==> src/design/buck_seq_pkg.sv <==
// Constants and types for the two-channel buck start-up and protection sequencer.
// Assumes a single 125 MHz timebase; all counts derive from it.
package buck_seq_pkg;

    ////////////////////////////////////////////////////////////////////////////
    // Structure
    localparam int NUM_CH = 2;
    localparam int PH_PER_CH = 2;
    localparam int NUM_PH = NUM_CH * PH_PER_CH;
    localparam int CNT_W = 24;
    localparam int DEB_W = 8;
    localparam int DELAY_CODE_W = 3;

    ////////////////////////////////////////////////////////////////////////////
    // Timebase
    localparam int CLK_PERIOD_NS = 8;

    ////////////////////////////////////////////////////////////////////////////
    // Times in their own units
    localparam int OV_DEBOUNCE_NS = 1000;
    localparam int UV_DEBOUNCE_NS = 1500;
    localparam int NEG_OFF_NS = 50;
    localparam int RESET_PERIOD_US = 100;
    localparam int DELAY_STEP_US = 100;
    localparam int PG_DELAY_US = 1000;
    localparam int HICCUP_US = 10000;

    ////////////////////////////////////////////////////////////////////////////
    // Cycle counts; least times round up
    localparam int OV_DEB_CYC = (OV_DEBOUNCE_NS + CLK_PERIOD_NS - 1) / CLK_PERIOD_NS;
    localparam int UV_DEB_CYC = (UV_DEBOUNCE_NS + CLK_PERIOD_NS - 1) / CLK_PERIOD_NS;
    localparam int NEG_OFF_CYC = (NEG_OFF_NS + CLK_PERIOD_NS - 1) / CLK_PERIOD_NS;
    localparam int RESET_CYC = (RESET_PERIOD_US * 1000 + CLK_PERIOD_NS - 1) / CLK_PERIOD_NS;
    localparam int DELAY_STEP_CYC = (DELAY_STEP_US * 1000 + CLK_PERIOD_NS - 1) / CLK_PERIOD_NS;
    localparam int PG_DELAY_CYC = (PG_DELAY_US * 1000 + CLK_PERIOD_NS - 1) / CLK_PERIOD_NS;
    localparam int HICCUP_CYC = (HICCUP_US * 1000 + CLK_PERIOD_NS - 1) / CLK_PERIOD_NS;

    ////////////////////////////////////////////////////////////////////////////
    // Overcurrent hiccup: more than this many consecutive all-phase trips
    localparam int OC_CYCLE_LIMIT = 8;
    localparam int OC_CNT_W = 4;

    ////////////////////////////////////////////////////////////////////////////
    // Reset values
    localparam logic MEM_MODE_RST = 1'b0;

    ////////////////////////////////////////////////////////////////////////////
    // Per-channel sequencer states
    typedef enum logic [6:0] {
        ST_OFF    = 7'b0000001,
        ST_RESET  = 7'b0000010,
        ST_DELAY  = 7'b0000100,
        ST_SOFT   = 7'b0001000,
        ST_PGWAIT = 7'b0010000,
        ST_RUN    = 7'b0100000,
        ST_HICCUP = 7'b1000000
    } seq_state_t;

endpackage

==> src/design/buck_protection_sequencer.sv <==
// Start-up and protection sequencer for a two-channel, two-phase-per-channel buck.
// Assumes comparator and modulator inputs are synchronous to ref_clk_i.
`timescale 1ns/10ps

module buck_protection_sequencer #(
    parameter logic [23:0] RESET_CYC = 24'(buck_seq_pkg::RESET_CYC),
    parameter logic [23:0] DELAY_STEP_CYC = 24'(buck_seq_pkg::DELAY_STEP_CYC),
    parameter logic [23:0] PG_DELAY_CYC = 24'(buck_seq_pkg::PG_DELAY_CYC),
    parameter logic [23:0] HICCUP_CYC = 24'(buck_seq_pkg::HICCUP_CYC)
) (
    input wire logic ref_clk_i,
    input wire logic reset_i,
    input wire logic clk_en_i,
    input wire logic [1:0] enable_i,
    input wire logic internal_supply_ok_i,
    input wire logic power_stage_ready_i,
    input wire logic delay_two_memory_select_i,
    input wire logic [2:0] channel_one_delay_pin_i,
    input wire logic [2:0] channel_two_delay_code_i,
    input wire logic [1:0] soft_start_done_i,
    input wire logic [1:0] ramp_reached_output_i,
    input wire logic [1:0] overvoltage_level_one_i,
    input wire logic [1:0] overvoltage_level_two_i,
    input wire logic [1:0] overvoltage_clear_i,
    input wire logic [1:0] undervoltage_trip_i,
    input wire logic [3:0] pwm_request_i,
    input wire logic [3:0] cycle_start_i,
    input wire logic [3:0] peak_current_i,
    input wire logic [3:0] negative_current_i,
    output logic [3:0] high_side_on_o,
    output logic [3:0] low_side_on_o,
    output logic [1:0] power_good_out_o,
    output logic [1:0] soft_start_run_o,
    output logic [1:0] hiccup_active_o,
    output logic memory_mode_o
);

    ////////////////////////////////////////////////////////////////////////////
    // Shared signals

    logic mem_mode_r;
    logic [1:0] off_vec;
    logic [1:0] active_vec;
    logic [1:0] hiccup_req_vec;
    logic [1:0] ovl_vec;
    logic [1:0] ovh_vec;
    logic [1:0] prebias_ok_vec;
    logic [1:0] oc_mon_vec;

    function automatic logic [23:0] delay_cycles(input logic [2:0] code);
        delay_cycles = 24'(code * DELAY_STEP_CYC);
    endfunction

    // Pin sampled only while both channels sit idle
    always_ff @(posedge ref_clk_i) begin
        if (reset_i) begin
            mem_mode_r <= buck_seq_pkg::MEM_MODE_RST;
        end else if (clk_en_i && (&off_vec)) begin
            mem_mode_r <= delay_two_memory_select_i;
        end
    end

    assign memory_mode_o = mem_mode_r;

    ////////////////////////////////////////////////////////////////////////////
    // Per-channel sequencing and voltage protection

    genvar c;
    generate
        for (c = 0; c < buck_seq_pkg::NUM_CH; c = c + 1) begin : g_ch
            buck_seq_pkg::seq_state_t state_r;
            logic [23:0] cnt_r;
            logic [7:0] ovl_deb_r;
            logic [7:0] ovh_deb_r;
            logic [7:0] uv_deb_r;
            logic [3:0] oc_cnt_r;
            logic ovl_state_r;
            logic ovh_state_r;
            logic prebias_ok_r;
            logic pg_r;
            logic ss_run_r;
            logic hiccup_r;
            logic can_start;
            logic active;
            logic ovh_mon;
            logic run_mon;
            logic ovl_trip;
            logic ovh_trip;
            logic uv_trip;
            logic oc_trip;
            logic own_req;
            logic hiccup_go;
            logic [2:0] delay_code;
            logic [1:0] all_tripped;

            assign can_start = enable_i[c] & internal_supply_ok_i & power_stage_ready_i;
            assign active = (state_r == buck_seq_pkg::ST_SOFT) ||
                            (state_r == buck_seq_pkg::ST_PGWAIT) ||
                            (state_r == buck_seq_pkg::ST_RUN);
            assign ovh_mon = active;
            assign run_mon = (state_r == buck_seq_pkg::ST_RUN);
            assign ovl_trip = run_mon && overvoltage_level_one_i[c] &&
                              (ovl_deb_r == 8'(buck_seq_pkg::OV_DEB_CYC));
            assign ovh_trip = ovh_mon && overvoltage_level_two_i[c] &&
                              (ovh_deb_r == 8'(buck_seq_pkg::OV_DEB_CYC));
            assign uv_trip = run_mon && undervoltage_trip_i[c] &&
                             (uv_deb_r == 8'(buck_seq_pkg::UV_DEB_CYC));
            assign oc_trip = (oc_cnt_r > 4'(buck_seq_pkg::OC_CYCLE_LIMIT));
            assign own_req = uv_trip | oc_trip;
            assign hiccup_go = hiccup_req_vec[c] | (mem_mode_r & hiccup_req_vec[1 - c]);
            assign delay_code = mem_mode_r ? channel_one_delay_pin_i :
                                ((c == 0) ? channel_one_delay_pin_i : channel_two_delay_code_i);

            assign hiccup_req_vec[c] = own_req;
            assign off_vec[c] = (state_r == buck_seq_pkg::ST_OFF);
            assign active_vec[c] = active;
            assign ovl_vec[c] = ovl_state_r;
            assign ovh_vec[c] = ovh_state_r;
            assign prebias_ok_vec[c] = prebias_ok_r;
            assign oc_mon_vec[c] = active;
            assign power_good_out_o[c] = pg_r;
            assign soft_start_run_o[c] = ss_run_r;
            assign hiccup_active_o[c] = hiccup_r;

            // Sequencer
            always_ff @(posedge ref_clk_i) begin
                if (reset_i) begin
                    state_r <= buck_seq_pkg::ST_OFF;
                    cnt_r <= 24'h000000;
                end else if (clk_en_i) begin
                    if (!can_start) begin
                        state_r <= buck_seq_pkg::ST_OFF;
                        cnt_r <= 24'h000000;
                    end else if (hiccup_go && (state_r != buck_seq_pkg::ST_OFF) &&
                                 (state_r != buck_seq_pkg::ST_HICCUP)) begin
                        state_r <= buck_seq_pkg::ST_HICCUP;
                        cnt_r <= HICCUP_CYC;
                    end else begin
                        case (state_r)
                            buck_seq_pkg::ST_OFF: begin
                                state_r <= buck_seq_pkg::ST_RESET;
                                cnt_r <= RESET_CYC;
                            end
                            buck_seq_pkg::ST_RESET: begin
                                if (cnt_r == 24'h000000) begin
                                    state_r <= buck_seq_pkg::ST_DELAY;
                                    cnt_r <= delay_cycles(delay_code);
                                end else begin
                                    cnt_r <= cnt_r - 24'h000001;
                                end
                            end
                            buck_seq_pkg::ST_DELAY: begin
                                if (cnt_r == 24'h000000) begin
                                    state_r <= buck_seq_pkg::ST_SOFT;
                                end else begin
                                    cnt_r <= cnt_r - 24'h000001;
                                end
                            end
                            buck_seq_pkg::ST_SOFT: begin
                                if (soft_start_done_i[c]) begin
                                    state_r <= buck_seq_pkg::ST_PGWAIT;
                                    cnt_r <= PG_DELAY_CYC;
                                end
                            end
                            buck_seq_pkg::ST_PGWAIT: begin
                                if (cnt_r == 24'h000000) begin
                                    state_r <= buck_seq_pkg::ST_RUN;
                                end else begin
                                    cnt_r <= cnt_r - 24'h000001;
                                end
                            end
                            buck_seq_pkg::ST_RUN: begin
                                state_r <= buck_seq_pkg::ST_RUN;
                            end
                            buck_seq_pkg::ST_HICCUP: begin
                                if (cnt_r == 24'h000000) begin
                                    state_r <= buck_seq_pkg::ST_RESET;
                                    cnt_r <= RESET_CYC;
                                end else begin
                                    cnt_r <= cnt_r - 24'h000001;
                                end
                            end
                            default: begin
                                state_r <= buck_seq_pkg::ST_OFF;
                                cnt_r <= 24'h000000;
                            end
                        endcase
                    end
                end
            end

            // Debounce counters, saturating at their trip count
            always_ff @(posedge ref_clk_i) begin
                if (reset_i) begin
                    ovl_deb_r <= 8'h00;
                    ovh_deb_r <= 8'h00;
                    uv_deb_r <= 8'h00;
                end else if (clk_en_i) begin
                    if (run_mon && overvoltage_level_one_i[c]) begin
                        if (ovl_deb_r != 8'(buck_seq_pkg::OV_DEB_CYC)) begin
                            ovl_deb_r <= ovl_deb_r + 8'h01;
                        end
                    end else begin
                        ovl_deb_r <= 8'h00;
                    end
                    if (ovh_mon && overvoltage_level_two_i[c]) begin
                        if (ovh_deb_r != 8'(buck_seq_pkg::OV_DEB_CYC)) begin
                            ovh_deb_r <= ovh_deb_r + 8'h01;
                        end
                    end else begin
                        ovh_deb_r <= 8'h00;
                    end
                    if (run_mon && undervoltage_trip_i[c]) begin
                        if (uv_deb_r != 8'(buck_seq_pkg::UV_DEB_CYC)) begin
                            uv_deb_r <= uv_deb_r + 8'h01;
                        end
                    end else begin
                        uv_deb_r <= 8'h00;
                    end
                end
            end

            // Recoverable overvoltage levels
            always_ff @(posedge ref_clk_i) begin
                if (reset_i) begin
                    ovl_state_r <= 1'b0;
                    ovh_state_r <= 1'b0;
                end else if (clk_en_i) begin
                    if (!ovh_mon) begin
                        ovl_state_r <= 1'b0;
                        ovh_state_r <= 1'b0;
                    end else if (ovh_trip) begin
                        ovl_state_r <= 1'b0;
                        ovh_state_r <= 1'b1;
                    end else if (overvoltage_clear_i[c]) begin
                        ovl_state_r <= 1'b0;
                        ovh_state_r <= 1'b0;
                    end else if (ovl_trip && !ovh_state_r) begin
                        ovl_state_r <= 1'b1;
                    end
                end
            end

            // Consecutive all-phase current limit cycles
            assign all_tripped = peak_current_i[2 * c +: 2] | g_ph_flag[c].trip_pair;
            always_ff @(posedge ref_clk_i) begin
                if (reset_i) begin
                    oc_cnt_r <= 4'h0;
                end else if (clk_en_i) begin
                    if (!oc_mon_vec[c]) begin
                        oc_cnt_r <= 4'h0;
                    end else if (cycle_start_i[2 * c]) begin
                        if (&all_tripped) begin
                            if (!oc_trip) begin
                                oc_cnt_r <= oc_cnt_r + 4'h1;
                            end
                        end else begin
                            oc_cnt_r <= 4'h0;
                        end
                    end
                end
            end

            // Status outputs and pre-bias tracking
            always_ff @(posedge ref_clk_i) begin
                if (reset_i) begin
                    prebias_ok_r <= 1'b0;
                    pg_r <= 1'b0;
                    ss_run_r <= 1'b0;
                    hiccup_r <= 1'b0;
                end else if (clk_en_i) begin
                    if (!active) begin
                        prebias_ok_r <= 1'b0;
                    end else if (ramp_reached_output_i[c]) begin
                        prebias_ok_r <= 1'b1;
                    end
                    pg_r <= run_mon && !ovl_state_r && !ovh_state_r && !ovl_trip &&
                            !ovh_trip && !uv_trip && !hiccup_go;
                    ss_run_r <= active && !hiccup_go;
                    hiccup_r <= (state_r == buck_seq_pkg::ST_HICCUP);
                end
            end
        end
    endgenerate

    ////////////////////////////////////////////////////////////////////////////
    // Per-channel pair of latched peak trips, read by the overcurrent counter

    generate
        for (c = 0; c < buck_seq_pkg::NUM_CH; c = c + 1) begin : g_ph_flag
            logic [1:0] trip_pair;
            assign trip_pair = {g_ph[2 * c + 1].trip_r, g_ph[2 * c].trip_r};
        end
    endgenerate

    ////////////////////////////////////////////////////////////////////////////
    // Per-phase switch commands

    genvar p;
    generate
        for (p = 0; p < buck_seq_pkg::NUM_PH; p = p + 1) begin : g_ph
            localparam int CH = p / buck_seq_pkg::PH_PER_CH;
            logic trip_r;
            logic [2:0] neg_cnt_r;
            logic hs_r;
            logic ls_r;
            logic neg_block;

            assign neg_block = negative_current_i[p] || (neg_cnt_r != 3'h0);
            assign high_side_on_o[p] = hs_r;
            assign low_side_on_o[p] = ls_r;

            // Peak trip holds until the phase's next cycle; a new trip wins
            always_ff @(posedge ref_clk_i) begin
                if (reset_i) begin
                    trip_r <= 1'b0;
                end else if (clk_en_i) begin
                    trip_r <= peak_current_i[p] | (trip_r & ~cycle_start_i[p]);
                end
            end

            // Low-side off window after a negative current event in level-one overvoltage
            always_ff @(posedge ref_clk_i) begin
                if (reset_i) begin
                    neg_cnt_r <= 3'h0;
                end else if (clk_en_i) begin
                    if (ovl_vec[CH] && negative_current_i[p]) begin
                        neg_cnt_r <= 3'(buck_seq_pkg::NEG_OFF_CYC);
                    end else if (neg_cnt_r != 3'h0) begin
                        neg_cnt_r <= neg_cnt_r - 3'h1;
                    end
                end
            end

            always_ff @(posedge ref_clk_i) begin
                if (reset_i) begin
                    hs_r <= 1'b0;
                    ls_r <= 1'b0;
                end else if (clk_en_i) begin
                    if (!active_vec[CH] || hiccup_req_vec[CH]) begin
                        hs_r <= 1'b0;
                        ls_r <= 1'b0;
                    end else if (ovh_vec[CH]) begin
                        hs_r <= 1'b0;
                        ls_r <= 1'b1;
                    end else if (ovl_vec[CH]) begin
                        hs_r <= 1'b0;
                        ls_r <= !neg_block;
                    end else begin
                        hs_r <= pwm_request_i[p] && !peak_current_i[p] &&
                                !(trip_r && !cycle_start_i[p]);
                        ls_r <= !pwm_request_i[p] && prebias_ok_vec[CH];
                    end
                end
            end
        end
    endgenerate

endmodule

==> config.mk <==
export PLATFORM = sky130hd
export DESIGN_NAME = buck_protection_sequencer
export DESIGN_NICKNAME = d
export VERILOG_FILES = /design/src/design/buck_seq_pkg.sv /design/src/design/buck_protection_sequencer.sv
export SDC_FILE = /design/constraint.sdc
export NUM_CORES = 1
export LEC_CHECK = 0
export BUFFER_PORTS_ARGS = -buffer_cell sky130_fd_sc_hd__clkbuf_2
export CORE_MARGIN = 5
export CORE_UTILIZATION = 30
export DETAILED_ROUTE_END_ITERATION = 16
export GPL_ROUTABILITY_DRIVEN = 0
export PLACE_DENSITY_LB_ADDON = 0.12
export SYNTH_ARGS = -nofsm -noshare
export SYNTH_HDL_FRONTEND = slang
export SYNTH_SLANG_ARGS = --single-unit
==> constraint.sdc <==
create_clock -name ref_clk_i -period 3.3 [get_ports ref_clk_i]
set_input_delay 0.99 -clock ref_clk_i [delete_from_list [all_inputs] [get_ports ref_clk_i]]
set_output_delay 0.99 -clock ref_clk_i [all_outputs]
set_load 0.1 [all_outputs]
==> qor.tcl, run 1 <==
set qor(cts.clk_slew.worst_paths_ns) 0.07
set qor(clock-sinks) 155
set qor(antenna_found_initial) 0
set qor(crit_path_start_kind) {flip-flop}
set qor(ant_nets) 0
set qor(hold_class) {flip-flop to flip-flop}
set qor(finalHoldViolCount) 0
set qor(busiest_layer) {met2}
set qor(finalSetupViolations) 0
set qor(finClkSkew_ns) 0.01341
set qor(grt_first_pass_wirelength_um) 46200
set qor(slew-limit-headroom) 0.4671
set qor(netlist-cell-type-count) 72
set qor(worst_ir_drop_vdd_v) 0.0003512
set qor(placeableCoreArea_um2) 31560
set qor(utilization) 0.3566
set qor(post_synth_mux_area_share) 0.01410
set qor(drt_first_iter_violations) 589
set qor(synth_seq_cells) 155
set qor(max_fanout_on_critical_path) 10
set qor(cp-end-kind) {flip-flop}
set qor(final.min_clock_period_ns) 3.057
set qor(rr_worst_depth) 8
set qor(post_synth_instance_area_um2) 9587
set qor(min_to) {g_ph[3].ls_r}
set qor(cts_inserted_buffers) 17
set qor(r2r_slack_ns) 0.24
set qor(placement_rows) 65
set qor(r2r-end) {g_ch[1].cnt_r[11]}
set qor(largest_net_degree_at_the_start_of_global_routing) 101
set qor(worst_skew_pair.late_latency_ns) 0.44
set qor(synthCells) 1246
set qor(worstPathArrival_ns) 3.41
set qor(clock_tree_from_tritoncts) {yes}
set qor(hold_path_startpoint) {g_ph[3].ls_r}
set qor(synth_nets) 1334
set qor(area_growth_from_synthesis_to_layout_pct) 17.37
set qor(drt_wl_total_um) 28680
set qor(antenna_cells_inserted) 0
set qor(post_synth_main_area_contributors) {sky130_fd_sc_hd__dfxtp_1 (32%), sky130_fd_sc_hd__nor2_1 (6.2%), sky130_fd_sc_hd__ha_1 (6.0%)}
set qor(portBuffers) 56
set qor(routed_wire_length_per_instance_um) 16.49
set qor(sequential_cell_area_um2) 3103
set qor(top_level_ports) 57
set qor(grt_use_met1) 0.2165
set qor(post_cts_resized) 0
set qor(cts-root-buf) {sky130_fd_sc_hd__clkbuf_16}
set qor(worst_slew_pin_slew_ns) 0.7993
set qor(worstReg2RegStart) {g_ch[1].state_r[6]}
set qor(multiInputGateArea_um2) 5954
set qor(post_cts_buffers) 0
set qor(post_synth_fa_ha_maj_area_fraction) 0.06004
set qor(die_outline_area_um2) 35630
set qor(first_pass_iters) 7
set qor(grt_pass1_vias) 8601
set qor(synth-compound-area-share) 0.1917
set qor(maxClockFrequency_mhz) 327.1
set qor(die_x_um) 188.8
set qor(max-clock-path-buffers) 2
set qor(final_nets) 1413
set qor(holdPathStages) 2
set qor(dominant_combinational_cell_family_by_area_after_synthesis) {simple AND/OR/NAND/NOR gates}
set qor(post_route_cells_drive_above_1_share) 0.1421
set qor(via_count) 9109
set qor(critical_path_class) {flip-flop to flip-flop}
set qor(fp.dieH_um) 188.8
set qor(post-route-drc-count) 0
set qor(synth-edff-count) 0
set qor(run_status) {finished clean}
set qor(synth_xor_area_frac) 0.05756
set qor(design_area_um2) 11250
set qor(setup-tns-final_ns) 0
set qor(min_period_over_period) 0.9264
set qor(ys.warnings.count) 0
set qor(ctsHtreeMaxLevel) 4
set qor(rsz0062_at_grt) {no}
set qor(fillerInstances) 3367
set qor(global_route.usage.total) 0.1580
set qor(synthesis.area_per_instance_um2) 7.694
set qor(power.static_leakage_nw) 4.322
set qor(hpwl_um) 21250
set qor(synth_top_area_frac) 0.3237
set qor(ctsHoldBuffers) 0
set qor(netlist.top_cell.by_area) {sky130_fd_sc_hd__dfxtp_1}
set qor(floorplan.initialDensity) 0.3038
set qor(synthSimpleGateAreaFrac) 0.2977
set qor(maxCapViolCount) 0
set qor(dpl_cell_area_um2) 10690
set qor(synthArstFlopShare) 0
set qor(synth-seq-area-share) 0.3237
set qor(grt_remaining_overflow) 0
set qor(power_density_nw_per_um2) 424.9
set qor(routed_via_density) 5.238
set qor(dominantRegCellSynth) {sky130_fd_sc_hd__dfxtp_1}
set qor(use_met3) 0.02408
set qor(finalMaxSlewViolations) 0
set qor(critPathRequiredTime_ns) 3.66
set qor(groute.layer.met2.usage) 0.2603
## layout make-up
type | count | area share
inverter | 48 | 0.01601
sequential | 155 | 0.2758
multi-input combinational | 967 | 0.5292
tap | 402 | 0.04470
clock inverter | 14 | 0.01245
clock buffer | 17 | 0.03781
timing repair buffer | 136 | 0.08407
## worst max path at each step
stage          cells after the start                    from           endpoint  slack [ns]
2_1_floorplan                      7  undervoltage_trip_i[0]   g_ch[1].cnt_r[1]        0.07
3_3_place_gp                       8  undervoltage_trip_i[0]   g_ch[1].cnt_r[7]       -0.11
3_5_place_dp                       8  undervoltage_trip_i[0]   g_ch[1].cnt_r[7]       -0.11
4_1_cts                            8      g_ch[1].state_r[6]  g_ch[1].cnt_r[11]        0.24
5_1_grt                            8      g_ch[1].state_r[6]   g_ch[1].cnt_r[6]        0.05
6_report                           8      g_ch[1].state_r[6]  g_ch[1].cnt_r[11]        0.24
## Yosys cell counts, drive strengths merged (7+ instances only)
cell type / instances
and3: 18
dfxtp: 155
o211ai: 16
nand3: 42
xor2: 43
a221oi: 8
nand4b: 12
nand2: 127
a21o: 7
nor2: 159
o21ai: 63
or4: 19
mux2i: 9
or2: 7
a21oi: 83
a31oi: 9
nand4: 32
buf: 23
nor4: 26
inv: 48
clkbuf: 53
xnor2: 20
a22oi: 12
a211oi: 23
nor3: 51
ha: 46
or3: 21
nand2b: 18
## layout by cell type (no fill, tap or decap), types with 12 or more instances in the layout
master,instances
sky130_fd_sc_hd__ha_1,46
sky130_fd_sc_hd__xor2_1,43
sky130_fd_sc_hd__xnor2_1,20
sky130_fd_sc_hd__nand3_1,42
sky130_fd_sc_hd__clkbuf_16,17
sky130_fd_sc_hd__inv_1,48
sky130_fd_sc_hd__buf_4,76
sky130_fd_sc_hd__nor2_1,158
sky130_fd_sc_hd__a21oi_1,83
sky130_fd_sc_hd__nor3_1,51
sky130_fd_sc_hd__nand2_1,126
sky130_fd_sc_hd__o21ai_0,58
sky130_fd_sc_hd__a22oi_1,12
sky130_fd_sc_hd__and3_1,18
sky130_fd_sc_hd__clkbuf_2,54
sky130_fd_sc_hd__nor4_1,26
sky130_fd_sc_hd__or3_1,21
sky130_fd_sc_hd__or4_1,17
sky130_fd_sc_hd__dfxtp_1,155
sky130_fd_sc_hd__nand4b_1,12
sky130_fd_sc_hd__o211ai_1,16
sky130_fd_sc_hd__nand4_1,32
sky130_fd_sc_hd__nand2b_1,18
sky130_fd_sc_hd__a211oi_1,23
## state kept, by name (all words and copies together) (netlist names), 4 cells and up
signal and flops:
g_ch.cnt_r 48, g_ch.ovh_deb_r 16, g_ch.ovl_deb_r 16, g_ch.uv_deb_r 16, g_ch.state_r 14, g_ph.neg_cnt_r 12, g_ch.oc_cnt_r 8, g_ph.hs_r 4
g_ph.ls_r 4, g_ph.trip_r 4
## through the flow
step	setup WS (ns)	hold slack (ns)	power (mW)	instances
final	0.2429	0.4519	4.781	1739
after global routing	0.04609	0.4846	5.045	1739
after CTS	0.2422	0.4547	4.851	1739
after detailed placement	-0.1061	0.4454	2.876	1708
after global placement	-0.1054	0.4430	2.878	1708
after floorplan	0.06788	0.4323	2.608	1246
## critical path: stages, from the launching register on
cell and delay (ns):
sky130_fd_sc_hd__dfxtp_1 0.33, sky130_fd_sc_hd__or4_1 0.65, sky130_fd_sc_hd__nor4b_1 0.50, sky130_fd_sc_hd__o21bai_1 0.27, sky130_fd_sc_hd__o31ai_1 0.12, sky130_fd_sc_hd__a21oi_1 0.64, sky130_fd_sc_hd__buf_4 0.31, sky130_fd_sc_hd__nand2_1 0.07
sky130_fd_sc_hd__o211ai_1 0.08
## where the power goes
group          internal (mW)  switching [mW]
sequential              1.94          0.0470
combinational          0.346           0.502
clock                   1.05           0.897
total                   3.33            1.45
## metal layers
| metal | share of wire | up-vias |
|---|---|---|
| met2 | 0.47 | 141 |
| li1 | - | 4681 |
| met4 | 0.015 | 0 |
| met5 | 0 | - |
| met3 | 0.029 | 26 |
| met1 | 0.49 | 4261 |
## cells by family after synthesis
group	count (synthesis)
simple gates	566
compound gates	279
flops	155
buf+inv	124
xor+xnor	63
fa+ha+maj	46
mux	13
Power figures use the tool's default switching activity.
==> inputs of run 2 (changes only) <==
--- a/config.mk
+++ b/config.mk
@@ -5,7 +5,7 @@
 export SDC_FILE = /design/constraint.sdc
 export NUM_CORES = 1
 export LEC_CHECK = 0
-export BUFFER_PORTS_ARGS = -buffer_cell sky130_fd_sc_hd__clkbuf_2
+export BUFFER_PORTS_ARGS = -buffer_cell sky130_fd_sc_hd__buf_2
 export CORE_MARGIN = 5
 export CORE_UTILIZATION = 30
 export DETAILED_ROUTE_END_ITERATION = 16
==> run 2 against run 1 <==
  * Utilization grew 0.083 points
  * Sequential cell count is the same
  * Critical path depth grew 1
  * Non-clock buffer count grew 1
  * Via count shrank 0.75%
  * First-iteration DRC count shrank 19%
  * Routed wire length shrank 0.99%
  * Die area is the same
  * Global-route usage grew 0.45 points
  * Sequential share of layout area shrank 0.064 points
  * Worst setup slack gained 0.095 ns
  * Clock skew shrank 0.0012 ns
==> qor.tcl, run 2 (synthesis results as in run 1) <==
set qor(finalMaxSlewViolations) 0
set qor(crit_path_start_kind) {input pin}
set qor(maxCapViolCount) 0
set qor(hold_path_startpoint) {g_ph[3].ls_r}
set qor(layout_commonest_cell) {sky130_fd_sc_hd__nor2_1}
set qor(placement_rows) 65
set qor(ctsHtreeMaxLevel) 4
set qor(utilization) 0.3574
set qor(r2r-end) {g_ch[1].cnt_r[14]}
set qor(worstPathArrival_ns) 3.32
set qor(largest_net_degree_at_the_start_of_global_routing) 61
set qor(most-common-layout-cells) {sky130_fd_sc_hd__nor2_1 (158), sky130_fd_sc_hd__dfxtp_1 (155), sky130_fd_sc_hd__nand2_1 (126)}
set qor(floorplan.initialDensity) 0.3038
set qor(antenna_found_initial) 0
set qor(r2r_slack_ns) 0.40
set qor(drt_wl_total_um) 28390
set qor(top_level_ports) 57
set qor(finClkSkew_ns) 0.01216
set qor(area_growth_from_synthesis_to_layout_pct) 17.65
set qor(rr_worst_depth) 6
set qor(ctsHoldBuffers) 0
set qor(post_cts_resized) 0
set qor(via_count) 9041
set qor(clock_tree_from_tritoncts) {yes}
set qor(post-route-drc-count) 0
set qor(die_x_um) 188.8
set qor(routed_wire_length_per_instance_um) 16.31
set qor(finalSetupViolations) 0
set qor(maxClockFrequency_mhz) 337.6
set qor(max_fanout_on_critical_path) 3
set qor(portBuffers) 56
set qor(dpl_worst_slack_ns) -0.1014
set qor(clock-sinks) 155
set qor(first_pass_iters) 5
set qor(cts.clk_slew.worst_paths_ns) 0.06
set qor(worstReg2RegStart) {g_ch[1].state_r[3]}
set qor(critPathRequiredTime_ns) 3.66
set qor(finalHoldViolCount) 0
set qor(finalWorstSetupSlack_ns) 0.3381
set qor(cts_inserted_buffers) 17
set qor(worst_ir_drop_vdd_v) 0.0003455
set qor(post_cts_buffers) 0
set qor(fillerInstances) 3350
set qor(post_route_cells_drive_above_1_share) 0.1426
set qor(antenna_cells_inserted) 0
set qor(final_nets) 1414
set qor(hpwl_um) 21510
set qor(ant_nets) 0
set qor(grt_first_pass_wirelength_um) 47530
set qor(fp.dieH_um) 188.8
set qor(final.min_clock_period_ns) 2.962
set qor(design_area_um2) 11280
set qor(critical_path_class) {input pin to flip-flop}
set qor(worst_skew_pair.late_latency_ns) 0.43
set qor(dpl_cell_area_um2) 10630
set qor(cp-end-kind) {flip-flop}
set qor(min_to) {g_ph[3].ls_r}
set qor(drt_first_iter_violations) 478
set qor(worst_slew_pin_slew_ns) 1.063
set qor(grt_pass1_vias) 8929
set qor(hold_class) {flip-flop to flip-flop}
set qor(power.static_leakage_nw) 4.340
set qor(global_route.usage.total) 0.1625
set qor(rsz0062_at_grt) {no}
set qor(die_outline_area_um2) 35630
set qor(max-clock-path-buffers) 2
set qor(routed_via_density) 5.193
set qor(holdPathStages) 2
set qor(cts-root-buf) {sky130_fd_sc_hd__clkbuf_16}
set qor(run_status) {finished clean}
set qor(power_density_nw_per_um2) 443.0
set qor(min_period_over_period) 0.8975
set qor(slew-limit-headroom) 0.2813
set qor(grt_remaining_overflow) 0
set qor(largest_register_ffs) 48
set qor(placeableCoreArea_um2) 31560
set qor(largest_register) {g_ch.cnt_r}
-- run 2: critical path: stages --
cell and delay (ns):
sky130_fd_sc_hd__buf_2 0.09, sky130_fd_sc_hd__or4bb_1 0.47, sky130_fd_sc_hd__or4_4 0.57, sky130_fd_sc_hd__a41oi_4 0.24, sky130_fd_sc_hd__buf_4 0.15, sky130_fd_sc_hd__nor2_4 0.03, sky130_fd_sc_hd__a21o_1 0.17, sky130_fd_sc_hd__or4_1 0.46
sky130_fd_sc_hd__a21oi_1 0.14
-- run 2: metal layers --
metal | vias to the layer above | wire length (um) | global-route usage
met5 | - | 0 | 0
met4 | 0 | 346 | 0.03307
met2 | 112 | 13480 | 0.2753
met1 | 4223 | 13840 | 0.2189
met3 | 20 | 722 | 0.02742
li1 | 4686 | - | -
-- run 2: metrics by stage --
| stage | power, mW | TNS, ns | instances | hold slack (ns) |
|---|---|---|---|---|
| floorplan | 2.608 | 0 | 1246 | 0.4323 |
| global placement | 2.876 | -0.8065 | 1709 | 0.4416 |
| detailed placement | 2.873 | -1.134 | 1709 | 0.4471 |
| CTS | 5.075 | 0 | 1741 | 0.4566 |
| global route | 5.273 | 0 | 1741 | 0.4845 |
| finish | 4.997 | 0 | 1741 | 0.4535 |
-- run 2: report_power, final --
part | total (mW) | internal [mW] | switching [mW] | leakage [nW]
sequential | 1.99 | 1.94 | 0.0483 | 1.25
clock | 2.17 | 1.35 | 0.820 | 0.301
combinational | 0.844 | 0.343 | 0.501 | 2.79
-- run 2: final cells by class --
type	count	area, um2	area share
Sequential cell	155	3103	0.2751
Clock buffer	22	484.2	0.04293
Multi-Input combinational cell	967	5954	0.5280
Clock inverter	10	162.7	0.01442
Inverter	48	180.2	0.01598
Timing Repair Buffer	137	890.9	0.07899
Tap cell	402	503.0	0.04460
-- run 2: how the worst max path moves through the flow --
stage | cells after the start | endpoint | from
detailed placement | 9 | g_ch[1].cnt_r[1] | undervoltage_trip_i[0]
global route | 6 | g_ch[1].cnt_r[3] | g_ch[1].state_r[3]
floorplan | 7 | g_ch[1].cnt_r[1] | undervoltage_trip_i[0]
finish | 9 | g_ch[1].cnt_r[1] | undervoltage_trip_i[0]
CTS | 9 | g_ch[1].cnt_r[1] | undervoltage_trip_i[0]
global placement | 9 | g_ch[1].cnt_r[1] | undervoltage_trip_i[0]
==> inputs of run 3 (changes only) <==
--- a/config.mk
+++ b/config.mk
@@ -10,7 +10,7 @@
 export CORE_UTILIZATION = 30
 export DETAILED_ROUTE_END_ITERATION = 16
 export GPL_ROUTABILITY_DRIVEN = 0
-export PLACE_DENSITY_LB_ADDON = 0.12
+export PLACE_DENSITY = 0.43
 export SYNTH_ARGS = -nofsm -noshare
 export SYNTH_HDL_FRONTEND = slang
 export SYNTH_SLANG_ARGS = --single-unit
==> run 3 against run 2 <==
  * Utilization decreased by 0.11 points
  * Clock power about the same
  * Routed wire length grew 2.4%
  * Non-clock buffer count down 5
  * Critical path depth is 1 higher
  * Total power down 0.53%
  * Combinational power up 0.5%
  * Sequential cell count is the same
  * Maximum frequency is 1.6% lower
  * Sequential power about the same
  * Count of clock-buffer cells in the layout fell by 1
  * Cell count shrank 0.29%
==> qor.tcl, run 3 (synthesis results as in run 1) <==
set qor(post_cts_buffers) 0
set qor(antenna_cells_inserted) 0
set qor(fp.dieH_um) 188.8
set qor(worst_skew_pair.late_latency_ns) 0.44
set qor(grt_pass1_vias) 8733
set qor(ant_nets) 0
set qor(post_cts_resized) 0
set qor(routed_via_density) 5.251
set qor(ctsHtreeMaxLevel) 4
set qor(cts-root-buf) {sky130_fd_sc_hd__clkbuf_16}
set qor(global_route.usage.total) 0.1623
set qor(min_period_over_period) 0.9124
set qor(max_fanout_on_critical_path) 13
set qor(most-common-layout-cells) {sky130_fd_sc_hd__nor2_1 (158), sky130_fd_sc_hd__dfxtp_1 (155), sky130_fd_sc_hd__nand2_1 (126)}
set qor(cts_inserted_buffers) 17
set qor(holdPathStages) 2
set qor(grt_first_pass_wirelength_um) 47080
set qor(largest_net_degree_at_the_start_of_global_routing) 65
set qor(final_nets) 1409
set qor(largest_register) {g_ch.cnt_r}
set qor(power_density_nw_per_um2) 442.0
set qor(final.min_clock_period_ns) 3.011
set qor(placement_rows) 65
set qor(power.static_leakage_nw) 4.332
set qor(critical_path_class) {flip-flop to flip-flop}
set qor(run_status) {finished clean}
set qor(hpwl_um) 21520
set qor(drt_first_iter_violations) 554
set qor(ctsHoldBuffers) 0
set qor(maxClockFrequency_mhz) 332.1
set qor(critPathRequiredTime_ns) 3.66
set qor(rr_worst_depth) 10
set qor(hold_class) {flip-flop to flip-flop}
set qor(max-clock-path-buffers) 2
set qor(critPathMaxStageDelay_ns) 0.46
set qor(busiest_layer) {met2}
set qor(clock-sinks) 155
set qor(grt_remaining_overflow) 0
set qor(finalMaxSlewViolations) 0
set qor(rsz0062_at_grt) {no}
set qor(cts.clk_slew.worst_paths_ns) 0.07
set qor(cp_slowest_cell) {sky130_fd_sc_hd__or4_1}
set qor(fillerInstances) 3341
set qor(die_outline_area_um2) 35630
set qor(top_level_ports) 57
set qor(slew-limit-headroom) 0.3670
set qor(finalHoldViolCount) 0
set qor(post-route-drc-count) 0
set qor(cp-end-kind) {flip-flop}
set qor(placeableCoreArea_um2) 31560
set qor(use_met3) 0.02946
set qor(crit_path_start_kind) {flip-flop}
set qor(first_pass_iters) 5
set qor(routed_wire_length_per_instance_um) 16.74
set qor(finalSetupViolations) 0
set qor(area_growth_from_synthesis_to_layout_pct) 17.29
set qor(worstPathArrival_ns) 3.38
set qor(grt_use_met1) 0.2190
set qor(layout_commonest_cell) {sky130_fd_sc_hd__nor2_1}
set qor(finClkSkew_ns) 0.01026
set qor(setup-tns-final_ns) 0
set qor(largest_register_ffs) 48
set qor(groute.layer.met2.usage) 0.2682
set qor(critical_path.cell_chain) {buf_4 > or3_1 > nor4_1 > buf_4 > a41oi_4 > buf_4 > a2111o_1 > buf_12 > or4_1 > a21oi_1}
set qor(antenna_found_initial) 0
set qor(worst_ir_drop_vdd_v) 0.0003712
set qor(portBuffers) 56
set qor(worst_path_most_repeated_cell) {sky130_fd_sc_hd__buf_4}
set qor(sequential_cell_area_um2) 3103
set qor(drt_wl_total_um) 29070
set qor(die_x_um) 188.8
set qor(via_count) 9115
set qor(worst_slew_pin_slew_ns) 0.9363
set qor(maxCapViolCount) 0
set qor(utilization) 0.3563
set qor(multiInputGateArea_um2) 5954
set qor(post_route_cells_drive_above_1_share) 0.1394
set qor(clock_tree_from_tritoncts) {yes}
set qor(floorplan.initialDensity) 0.3038
run 3: area by class of cell:
cell class | count | area share
clock inverter | 11 | 0.01380
timing repair buffer | 132 | 0.07811
multi-input combinational | 967 | 0.5295
clock buffer | 21 | 0.04184
inverter | 48 | 0.01602
tap | 402 | 0.04473
sequential | 155 | 0.2760
run 3: path summary, 6_finish.rpt:
check                                        start                end  slack (ns)
worst max-delay path            g_ch[0].state_r[4]  g_ch[0].cnt_r[23]        0.29
worst max register to register  g_ch[0].state_r[4]  g_ch[0].cnt_r[23]        0.29
worst min-delay path                  g_ph[3].ls_r       g_ph[3].ls_r        0.45
worst min register to register        g_ph[3].ls_r       g_ph[3].ls_r        0.45
run 3: per-stage QoR:
| step | worst slack [ns] | total power, mW | area (um2) | hold slack, ns | cells |
|---|---|---|---|---|---|
| 2_1_floorplan | 0.06788 | 2.608 | 9587 | 0.4323 | 1246 |
| 3_3_place_gp | -0.06436 | 2.866 | 10620 | 0.4484 | 1704 |
| 3_5_place_dp | -0.07047 | 2.867 | 10620 | 0.4514 | 1704 |
| 4_1_cts | 0.2908 | 5.042 | 11240 | 0.4622 | 1736 |
| 5_1_grt | 0.1448 | 5.232 | 11240 | 0.4809 | 1736 |
| 6_report | 0.2890 | 4.970 | 11240 | 0.4543 | 1736 |
run 3: critical path, delay by kind of cell, from the launching register on:
| family | cells | cell delay [ns] |
|---|---|---|
| DFF | 1 | 0.35 |
| AOI/OAI and AO/OA | 3 | 0.52 |
| and+or+nand+nor | 3 | 1.28 |
| buffers and inverters | 4 | 0.79 |
run 3: metal layers:
metal	vias to the layer above	part of all wire
met5	-	0
met3	34	0.031
li1	4658	-
met2	146	0.47
met4	0	0.016
met1	4277	0.49
run 3: where the power goes:
part           total [mW]  leakage (nW)  switching, mW  internal (mW)
Sequential           1.98          1.25         0.0474           1.94
Combinational       0.848          2.77          0.510          0.338
Clock                2.14         0.305          0.875           1.26
Total                4.97          4.33           1.43           3.54
